<file path="src/verilog/psag_pkg.sv">
// Constants for the program space address generator.
// Assumes a 32-bit classic Wishbone slave port and one core clock.
package psag_pkg;
    // Register byte offsets
    localparam logic [7:0] OFS_TABLE_PAGE  = 8'h00;
    localparam logic [7:0] OFS_VIS_PAGE    = 8'h04;
    localparam logic [7:0] OFS_PROC_CTRL   = 8'h08;
    localparam logic [7:0] OFS_STATUS      = 8'h0c;
    localparam logic [7:0] OFS_LAST_ADDR   = 8'h10;

    // Field positions
    localparam int VIS_EN_BIT      = 2;
    localparam int CFG_SEL_BIT     = 7;
    localparam int STAT_CFG_WR_BIT = 0;
    localparam int STAT_VIS_WR_BIT = 1;
    localparam int STAT_FLAGS      = 2;
    localparam int PROG_ADDR_W     = 24;
    localparam int EA_WIDTH        = 16;
    localparam int PAGE_WIDTH      = 8;

    // Reset values
    localparam logic [7:0]  RST_TABLE_PAGE = 8'h00;
    localparam logic [7:0]  RST_VIS_PAGE   = 8'h00;
    localparam logic [7:0]  RST_PROC_CTRL  = 8'h00;
    localparam logic [1:0]  RST_STATUS     = 2'h0;
    localparam logic [23:0] RST_ADDR       = 24'h000000;

    // Access kind codes on the core port
    localparam logic [1:0] KIND_FETCH = 2'h0;
    localparam logic [1:0] KIND_DATA  = 2'h1;
    localparam logic [1:0] KIND_TABLE = 2'h2;

    // Internal access class
    typedef enum logic [2:0] {
        PSAG_CL_IDLE,
        PSAG_CL_FETCH,
        PSAG_CL_TABLE,
        PSAG_CL_VIS,
        PSAG_CL_DATA,
        PSAG_CL_BAD
    } psag_class_t;
endpackage : psag_pkg

</file>
<file path="src/verilog/psag_core.sv">
// Program space address generator: table, visibility and fetch paths.
// Assumes core requests synchronous to clk_i, one request per cycle at most,
// and a classic Wishbone master for the page and control registers.
//
// Local design decisions: the register offsets and the Wishbone interface to the registers.
`timescale 1ns/1ns
`default_nettype none

// Overview of operation
// RULE1: Table access address is table page above the 16-bit effective address.
// RULE2: Table page top bit picks user (0) or configuration (1) space.
// RULE3: Effective address top bit set gives visibility page joined to low 15 bits.
// RULE4: Visibility page picks one 16K-word program page for the data window.
// RULE5: Visibility accesses reach user memory only; address bit 23 is zero.
// RULE6: Effective bit 15 ignored; program bit 15 comes from visibility page bit 0.
// RULE7: Fetch and visibility addresses have the least significant bit forced zero.
// RULE8: Table accesses accept any byte address, no alignment check.
// RULE9: Table reads may target configuration space.
// RULE10: Visibility path is read-only, returning only the low program word.
// RULE11: Table writes aimed at configuration space are refused.
// RULE12: Visibility window active only when enable bit set and top bit one.
module psag_core #(
    parameter int EA_W   = 16,
    parameter int PAGE_W = 8
) (
    input  wire logic        clk_i,
    input  wire logic        rst_i,
    // Wishbone slave
    input  wire logic        cyc_i,
    input  wire logic        stb_i,
    input  wire logic        we_i,
    input  wire logic [7:0]  adr_i,
    input  wire logic [3:0]  sel_i,
    input  wire logic [31:0] dat_i,
    output logic      [31:0] dat_o,
    output logic             ack_o,
    // Core access port
    input  wire logic        req_i,
    input  wire logic [1:0]  kind_i,
    input  wire logic        write_i,
    input  wire logic [15:0] ea_i,
    input  wire logic [23:0] pc_i,
    // Program memory side
    output logic             pm_valid_o,
    output logic [23:0]      pm_addr_o,
    output logic             pm_write_o,
    output logic             pm_config_o,
    output logic             pm_low_word_o,
    output logic             pm_refused_o,
    output logic             data_pass_o
);

    generate
        if (EA_W != psag_pkg::EA_WIDTH || PAGE_W != psag_pkg::PAGE_WIDTH) begin : g_bad
            $error("psag_core supports only 16-bit addresses and 8-bit pages");
        end
    endgenerate

    logic [7:0]  table_page_reg_r;
    logic [7:0]  visibility_page_reg_r;
    logic [7:0]  processor_control_reg_r;
    logic [psag_pkg::STAT_FLAGS-1:0] status_r;
    logic [23:0] last_addr_r;
    logic        ack_r;
    logic [31:0] dat_r;

    logic        bus_req;
    logic        bus_wr;
    logic        bus_rd;
    logic        visibility_enable;
    psag_pkg::psag_class_t cls;
    logic [23:0] addr_nxt;
    logic        refuse_nxt;
    logic        cfg_wr_evt;
    logic        vis_wr_evt;
    logic [psag_pkg::STAT_FLAGS-1:0] evt;
    logic [psag_pkg::STAT_FLAGS-1:0] clr;

    assign bus_req           = cyc_i && stb_i && !ack_r;
    assign bus_wr            = bus_req && we_i && sel_i[0];
    assign bus_rd            = bus_req && !we_i;
    assign visibility_enable = processor_control_reg_r[psag_pkg::VIS_EN_BIT];

    // Classify each core request
    always_comb begin
        cls = psag_pkg::PSAG_CL_IDLE;
        if (req_i) begin
            case (kind_i)
                psag_pkg::KIND_FETCH: cls = psag_pkg::PSAG_CL_FETCH;
                psag_pkg::KIND_TABLE: cls = psag_pkg::PSAG_CL_TABLE;
                // RULE12: window gate
                psag_pkg::KIND_DATA: begin
                    if (visibility_enable && ea_i[15]) begin
                        cls = psag_pkg::PSAG_CL_VIS;
                    end else begin
                        cls = psag_pkg::PSAG_CL_DATA;
                    end
                end
                default: cls = psag_pkg::PSAG_CL_BAD;
            endcase
        end
    end

    // Build the program address
    always_comb begin
        addr_nxt   = psag_pkg::RST_ADDR;
        refuse_nxt = 1'b0;
        case (cls)
            // RULE7: fetch alignment
            psag_pkg::PSAG_CL_FETCH: addr_nxt = {1'b0, pc_i[22:1], 1'b0};
            psag_pkg::PSAG_CL_TABLE: begin
                // RULE1: page over EA
                // RULE8: no alignment
                addr_nxt = {table_page_reg_r, ea_i};
                // RULE11: config write refused
                // RULE9: config reads pass
                refuse_nxt = write_i && table_page_reg_r[psag_pkg::CFG_SEL_BIT];
            end
            psag_pkg::PSAG_CL_VIS: begin
                // RULE3: page joined to EA
                // RULE4: 16K-word page
                // RULE5: user space only
                // RULE6: bit 15 from page
                // RULE7: word aligned
                addr_nxt = {1'b0, visibility_page_reg_r, ea_i[14:1], 1'b0};
                // RULE10: read-only window
                refuse_nxt = write_i;
            end
            psag_pkg::PSAG_CL_BAD: refuse_nxt = 1'b1;
            default: addr_nxt = psag_pkg::RST_ADDR;
        endcase
    end

    assign cfg_wr_evt = (cls == psag_pkg::PSAG_CL_TABLE) && refuse_nxt;
    assign vis_wr_evt = (cls == psag_pkg::PSAG_CL_VIS) && refuse_nxt;
    assign evt        = {vis_wr_evt, cfg_wr_evt};
    assign clr        = (bus_wr && adr_i == psag_pkg::OFS_STATUS)
                        ? dat_i[psag_pkg::STAT_FLAGS-1:0] : '0;

    // Program memory outputs
    always_ff @(posedge clk_i) begin
        if (rst_i) begin
            pm_valid_o    <= 1'b0;
            pm_addr_o     <= psag_pkg::RST_ADDR;
            pm_write_o    <= 1'b0;
            pm_config_o   <= 1'b0;
            pm_low_word_o <= 1'b0;
            pm_refused_o  <= 1'b0;
            data_pass_o   <= 1'b0;
        end else begin
            pm_valid_o    <= (cls == psag_pkg::PSAG_CL_FETCH || cls == psag_pkg::PSAG_CL_TABLE
                              || cls == psag_pkg::PSAG_CL_VIS) && !refuse_nxt;
            pm_addr_o     <= addr_nxt;
            pm_write_o    <= (cls == psag_pkg::PSAG_CL_TABLE) && write_i && !refuse_nxt;
            // RULE2: space select
            pm_config_o   <= (cls == psag_pkg::PSAG_CL_TABLE)
                             && table_page_reg_r[psag_pkg::CFG_SEL_BIT];
            pm_low_word_o <= (cls == psag_pkg::PSAG_CL_VIS);
            pm_refused_o  <= refuse_nxt;
            data_pass_o   <= (cls == psag_pkg::PSAG_CL_DATA);
        end
    end

    // Last generated address, for software
    always_ff @(posedge clk_i) begin
        if (rst_i) begin
            last_addr_r <= psag_pkg::RST_ADDR;
        end else if (cls == psag_pkg::PSAG_CL_FETCH || cls == psag_pkg::PSAG_CL_TABLE
                     || cls == psag_pkg::PSAG_CL_VIS) begin
            last_addr_r <= addr_nxt;
        end
    end

    // Sticky refusal flags, set wins over clear
    genvar gi;
    generate
        for (gi = 0; gi < psag_pkg::STAT_FLAGS; gi++) begin : g_flag
            always_ff @(posedge clk_i) begin
                if (rst_i) begin
                    status_r[gi] <= psag_pkg::RST_STATUS[gi];
                end else if (evt[gi]) begin
                    status_r[gi] <= 1'b1;
                end else if (clr[gi]) begin
                    status_r[gi] <= 1'b0;
                end
            end
        end
    endgenerate

    // Page and control registers
    always_ff @(posedge clk_i) begin
        if (rst_i) begin
            table_page_reg_r        <= psag_pkg::RST_TABLE_PAGE;
            visibility_page_reg_r   <= psag_pkg::RST_VIS_PAGE;
            processor_control_reg_r <= psag_pkg::RST_PROC_CTRL;
        end else if (bus_wr) begin
            case (adr_i)
                psag_pkg::OFS_TABLE_PAGE: table_page_reg_r        <= dat_i[7:0];
                psag_pkg::OFS_VIS_PAGE:   visibility_page_reg_r   <= dat_i[7:0];
                psag_pkg::OFS_PROC_CTRL:  processor_control_reg_r <= dat_i[7:0];
                default: ;
            endcase
        end
    end

    // Bus answer, one wait cycle
    always_ff @(posedge clk_i) begin
        if (rst_i) begin
            ack_r <= 1'b0;
        end else begin
            ack_r <= bus_req;
        end
    end

    always_ff @(posedge clk_i) begin
        if (rst_i) begin
            dat_r <= 32'h00000000;
        end else if (bus_rd) begin
            case (adr_i)
                psag_pkg::OFS_TABLE_PAGE: dat_r <= {24'h000000, table_page_reg_r};
                psag_pkg::OFS_VIS_PAGE:   dat_r <= {24'h000000, visibility_page_reg_r};
                psag_pkg::OFS_PROC_CTRL:  dat_r <= {24'h000000, processor_control_reg_r};
                psag_pkg::OFS_STATUS:     dat_r <= {30'h00000000, status_r};
                psag_pkg::OFS_LAST_ADDR:  dat_r <= {8'h00, last_addr_r};
                default:                  dat_r <= 32'h00000000;
            endcase
        end else begin
            dat_r <= 32'h00000000;
        end
    end

    assign ack_o = ack_r;
    assign dat_o = dat_r;
endmodule : psag_core

`default_nettype wire

</file>
<file path="config.mk">
export PLATFORM = sky130hd
export DESIGN_NAME = psag_core
export DESIGN_NICKNAME = d
export VERILOG_FILES = /design/src/verilog/psag_pkg.sv /design/src/verilog/psag_core.sv
export SDC_FILE = /design/constraint.sdc
export NUM_CORES = 1
export LEC_CHECK = 0
export BUFFER_PORTS_ARGS = -buffer_cell sky130_fd_sc_hd__buf_2
export CAP_MARGIN = 5
export CORE_MARGIN = 10
export CORE_UTILIZATION = 40
export CTS_CLUSTER_SIZE = 28
export DETAILED_ROUTE_END_ITERATION = 16
export PLACE_DENSITY = 0.81
export SLEW_MARGIN = 20
export SYNTH_ARGS = -nofsm -noshare
export SYNTH_HDL_FRONTEND = slang
export SYNTH_SLANG_ARGS = --single-unit
</file>
<file path="constraint.sdc">
create_clock -name clk_i -period 1.8 [get_ports clk_i]
set_clock_uncertainty 0.15 [all_clocks]
set_input_delay 0.09 -clock clk_i [delete_from_list [all_inputs] [get_ports clk_i]]
set_output_delay 0.09 -clock clk_i [all_outputs]
set_load 0.02 [all_outputs]
</file>
-- Word-level counts from Yosys, hierarchy flattened
Cells that the tools add are included.
- bits in registers: 113
- latch bits: 0
- bits in writable memories: 0
- memory bits (read-only): 0
- input bits: 93
- output and inout port bits: 63
- word-level logic and storage cells: 65
- memories: 0
- add/sub/neg operators: 0
- multipliers: 0
- div/mod/pow operators: 0
- magnitude comparators: 0
- eq/ne operators: 11
- shift-type cells: 0
- mux-type cells: 11
- bitwise operators: 1
- reduce and logical (&&, ||, !) cells: 27
- operators with widths (cell ; count):
    $pmux 24 s5 ; 1
    $pmux 24 s3 ; 1
    $eq 8x4->1 const B ; 2
    $logic_and 1x1->1 ; 14
    $pmux 3 s3 ; 1
    $eq 8x3->1 const B ; 1
    $eq 8x5->1 const B ; 1
    $logic_not 8->1 ; 1
    $eq 3x2->1 const B ; 2
    $eq 3x3->1 const B ; 2
    $mux 3 ; 2
    $reduce_and 2->1 ; 3
    $mux 1 ; 4
    $reduce_bool 2->1 ; 2
    $eq 3x1->1 const B ; 1
    $logic_not 1->1 ; 3
    $pmux 1 s3 ; 1
    $eq 2x1->1 const B ; 1
    $eq 2x2->1 const B ; 1
    $logic_not 2->1 ; 1
    $logic_or 1x1->1 ; 2
    $mux 2 ; 1
    $reduce_or 2->1 ; 1
    $not 1->1 ; 1

-- Longest topological paths before layout
- depth in word-level cells: 8
- gate-level depth with buffers: 7
- depth with buffers taken out: 4

-- Worst setup path before layout
No wires, ideal clock.
- kind: input-to-reg
- start point: input adr_i[1]
- end point: register table_page_reg_r[0]
- arrival time: 1.485 ns
- data required time: 1.522 ns
- slack: 0.038 ns
- stages: 5
- buffers on the path: 1
- path through: or4_1 or4b_1 buf_6 mux2i_1 nor2_1
- longest elaborated chain between the ends: 2
- RTL lines (item ; RTL line ; text):
    from (decl) ; psag_core.sv:32 ; input wire logic [7:0] adr_i,
    $logic_not 8->1 ; psag_core.sv:197 ; case (adr_i)
    $reduce_and 2->1 (no line) ; - ;
    to (signal assigned) ; psag_core.sv:193 ; table_page_reg_r <= psag_pkg::RST_TABLE_PAGE;
    to (signal assigned) ; psag_core.sv:198 ; psag_pkg::OFS_TABLE_PAGE: table_page_reg_r <= dat_i[7:0];
    to (decl) ; psag_core.sv:59 ; logic [7:0] table_page_reg_r;
No other way between the ends.
A chain may end at the register's enable or synchronous reset.

-- Worst setup path in the final report
- start point: input kind_i[1]
- end point: register last_addr_r[6]
- longest elaborated chain between the ends: 6
- elaborated cells on any way between the ends: 11
- those cells by class: eq/ne: 5; mux: 3; reduce/logical: 3
- RTL lines (item ; RTL line ; text):
    from (decl) ; psag_core.sv:39 ; input wire logic [1:0] kind_i,
    $eq 2x1->1 (tied with other cells) ; psag_core.sv:88 ; case (kind_i)
    $pmux 3 s3 * ; psag_core.sv:88 ;
    $mux 3 * ; psag_core.sv:87 ; if (req_i) begin
    branches (longest 3 deep; another with $pmux 24 s3) ; - ;
    to (signal assigned) ; psag_core.sv:167 ; last_addr_r <= psag_pkg::RST_ADDR;
    to (signal assigned) ; psag_core.sv:170 ; last_addr_r <= addr_nxt;
    to (decl) ; psag_core.sv:63 ; logic [23:0] last_addr_r;
Mark *: on every way between the ends.

==> impl_results.md <==
* Final ANT Viol Nets at 0
* Critical Path Fanout Max at 16
* CTS Sinks at 105
* Num CTS Buffers at 9
* Lkg Pwr at 2.71 nW
* First-pass GRT wire length at 18.8 mm
* H-tree Lvls at 3
* Std-Cell Rows at 36
* Crit start category: input pin
* Main combinational cell family by area after synthesis: compound AO/OA/AOI/OAI gates
* CP Capture Type: register
* 1st-pass router iterations at 4
* Max-slew violation count at 0
* Mux share of post-synthesis cell area at 0.0899
* Worst reg2reg path depth at 5
* Layout cells sized above 1 at 0.321
* DRC at 0
* I/O Buffers at 118
* Worst-Skew Late Latency at 0.37 ns
* Clock Path Buffers at 2
* Clk root buf: clkbuf_8
* Hold Startpoint: pc_i[19]
* Area share of fa/ha/maj cells after synthesis at 0
* Avg Synthesized Cell Area at 10.2 µm²
* Final worst slack at 0.0444 ns
* Top cell type by total area after synthesis: dfxtp_1
* IO Count at 156
* Synth Area in Simple Gates at 0.155
* Wire per inst at 17.6 µm
* Die W at 119 µm
* Antenna violations before repair at 1
* Starting Density at 0.405
* FFs w/ async S/R, synth at 0
* Core ar. at 0.00968 mm²
* Ranking of synthesized cells by area: dfxtp_1 (54%), mux2i_1 (6.1%), a21o_1 (4.8%)
* Die Ht at 119 µm
* Setup violations, final at 0
* # Max-Cap Violations at 0
* Final WL at 12.3 mm
* Worst slew margin at 0.582
* Via count at 3515
* Vias per inst at 5.02
* Synth Cell Area at 0.00393 mm²
* Post-synthesis compound-gate area fraction at 0.171
* DP HPWL at 8.88 mm
* Period utilisation layout at 0.975
* Status: completed
* Area Growth Syn to Fin at 38.9%
* Total Power at 4.27 mW
* Worst Path Required at 1.96 ns
* WHS Endpoint: pm_addr_o[19]$_SDFF_PP0_
* Flop2flop setup slack at 0.08 ns
* Synth Register Bits at 105
* Slew @ Worst Pin at 0.627 ns
* Number of antenna cells inserted at 0
* Iteration-0 DRC Markers at 335
* Fmax at 0.570 GHz
* Worst EP arrival at 1.91 ns
* VDD IR max at 0.383 mV
* Vias in the first global route at 3673
* Min-delay worst type: input pin to register
* Filler instances at 794
* Yosys Warn Count at 0
* Largest net degree at the start of global routing at 28
* Library cells used by synthesis at 42
* Routability cong. at 0.890
* Grt total ovfl at 0
* R2R Path End: table_page_reg_r[5]$_SDFFE_PP0P_
* Clock-pin slew on the worst setup and hold paths at 0.09 ns
* Power Density at 784 mW/mm²
* Die Area at 0.0142 mm²
* Final Hold Viols at 0
* Top_reg_cell synth: dfxtp_1
* Crit path time final at 1.76 ns
* Reg-to-Reg Start: ack_o$_SDFF_PP0_
* Number of synthesized flops with an enable pin at 0
* Hold Path Stages at 4
* Post-Syn Instances at 385
* CTS tree: built
* Setup bufs post-CTS at 0
* Nets at 656
* Synth top area share at 0.536
* Sequential fraction of the synthesis area at 0.536
* Worst slack, placed at -0.219 ns
* Post-synthesis xor/xnor area fraction at 0
* Multi-input logic area at 0.00170 mm²
* Crit path kind: input pin to register
* FF/Latch Area at 0.00210 mm²
* GRT Util Overall at 0.164
routing by layer:
metal | GRT usage | share of wire
met2 | 0.283 | 0.49
met5 | 0 | 0.00057
met1 | 0.177 | 0.41
met3 | 0.0609 | 0.082
met4 | 0.0695 | 0.022
state kept, by name, summed over array words and instances (netlist names):
name,flops
pm_addr_o,24
pm_write_o,1
visibility_page_reg_r,8
dat_o,24
pm_refused_o,1
last_addr_r,24
pm_low_word_o,1
status_r,2
pm_valid_o,1
data_pass_o,1
pm_config_o,1
processor_control_reg_r,8
ack_o,1
table_page_reg_r,8
kinds of logic (layout without fill, tap and decap cells):
kind of cell / after synthesis / in the layout
flops: 105 / 105
mux: 34 / 34
buf+inv: 35 / 209
compound gates: 95 / 96
other cells: 1 / 8
simple gates: 115 / 115
placed cells by master, fill, tap and decap left out, types with 3 or more instances in the layout:
master	n
a22o_1	9
buf_4	25
mux2i_1	24
dlygate4sd3_1	46
mux2_2	10
a21o_1	25
nand4_1	3
conb_1	8
o211ai_1	14
a21oi_2	3
dfxtp_1	105
nor2_1	37
buf_2	119
nand2_1	24
nor2b_1	6
clkbuf_8	11
a32oi_1	9
nor3_1	5
and3_1	20
a21oi_1	22
a22oi_1	8
worst max path at each step:
stage / start / end / slack [ns] / cells after the start
5_1_grt: kind_i[1] / last_addr_r[8]$_SDFFE_PP0N_ / -0.004 / 8
2_1_floorplan: adr_i[1] / table_page_reg_r[0]$_SDFFE_PP0P_ / 0.04 / 5
3_3_place_gp: adr_i[1] / table_page_reg_r[7]$_SDFFE_PP0P_ / -0.14 / 6
4_1_cts: kind_i[1] / last_addr_r[6]$_SDFFE_PP0N_ / 0.01 / 8
6_report: kind_i[1] / last_addr_r[6]$_SDFFE_PP0N_ / 0.04 / 8
3_5_place_dp: adr_i[1] / table_page_reg_r[0]$_SDFFE_PP0P_ / -0.22 / 6
critical path, stage by stage:
cell and delay, ns:
dlygate4sd3_1 0.55, buf_2 0.14, buf_4 0.20, nor2b_2 0.23, buf_6 0.20, o211ai_1 0.10, a21oi_1 0.25, a21o_1 0.14
stage by stage:
stage / TNS (ns) / util / std cells / hold slack, ns / cell area, µm²
after floorplan: 0 / - / 392 / 0.0501 / 3950
after global placement: -1.05 / 0.490 / 637 / 0.182 / 4740
after detailed placement: -2.27 / 0.490 / 637 / 0.183 / 4740
after CTS: 0 / 0.559 / 698 / 0.000641 / 5420
after global routing: -0.00431 / 0.563 / 700 / 0.0285 / 5450
final: 0 / 0.563 / 700 / 0.000334 / 5450
Yosys cell counts, types with 2 or more instances:
cell / instances
nor2b_1: 7
nor2_1: 37
mux2i_1: 24
nand4_1: 3
and3_1: 20
and3b_1: 2
nor3_1: 5
dfxtp_1: 105
inv_1: 2
o211ai_1: 14
a21oi_1: 25
a32oi_1: 9
or4_1: 2
a22oi_1: 8
a22o_1: 9
buf_4: 8
and4b_1: 2
a21o_1: 25
and4_1: 2
clkbuf_8: 2
o21ai_0: 2
nand2_1: 24
mux2_2: 10
clkbuf_1: 20
cell type report:
class                      count  share of cell area
clock inverter                 4             0.00941
sequential                   105               0.386
inverter                       2             0.00138
clock buffer                  11              0.0278
multi-input combinational    253               0.311
timing repair buffer         192               0.234
tap                          133              0.0305
where the power goes:
group | switching, mW | leakage, nW | internal (mW)
combinational | 0.219 | 1.76 | 0.203
sequential | 0.0142 | 0.849 | 2.36
clock | 0.765 | 0.102 | 0.714
what timing repair did:
item / in CTS / in global routing
hold buffers: 46 / 0
cloned: 0 / 2
setup endpoints to repair: 28 / 18
gates resized for setup: 2 / 9
hold endpoints to repair: 60 / 0
pin swaps: 0 / 1
Note: power is estimated with default switching activity, not from simulation.
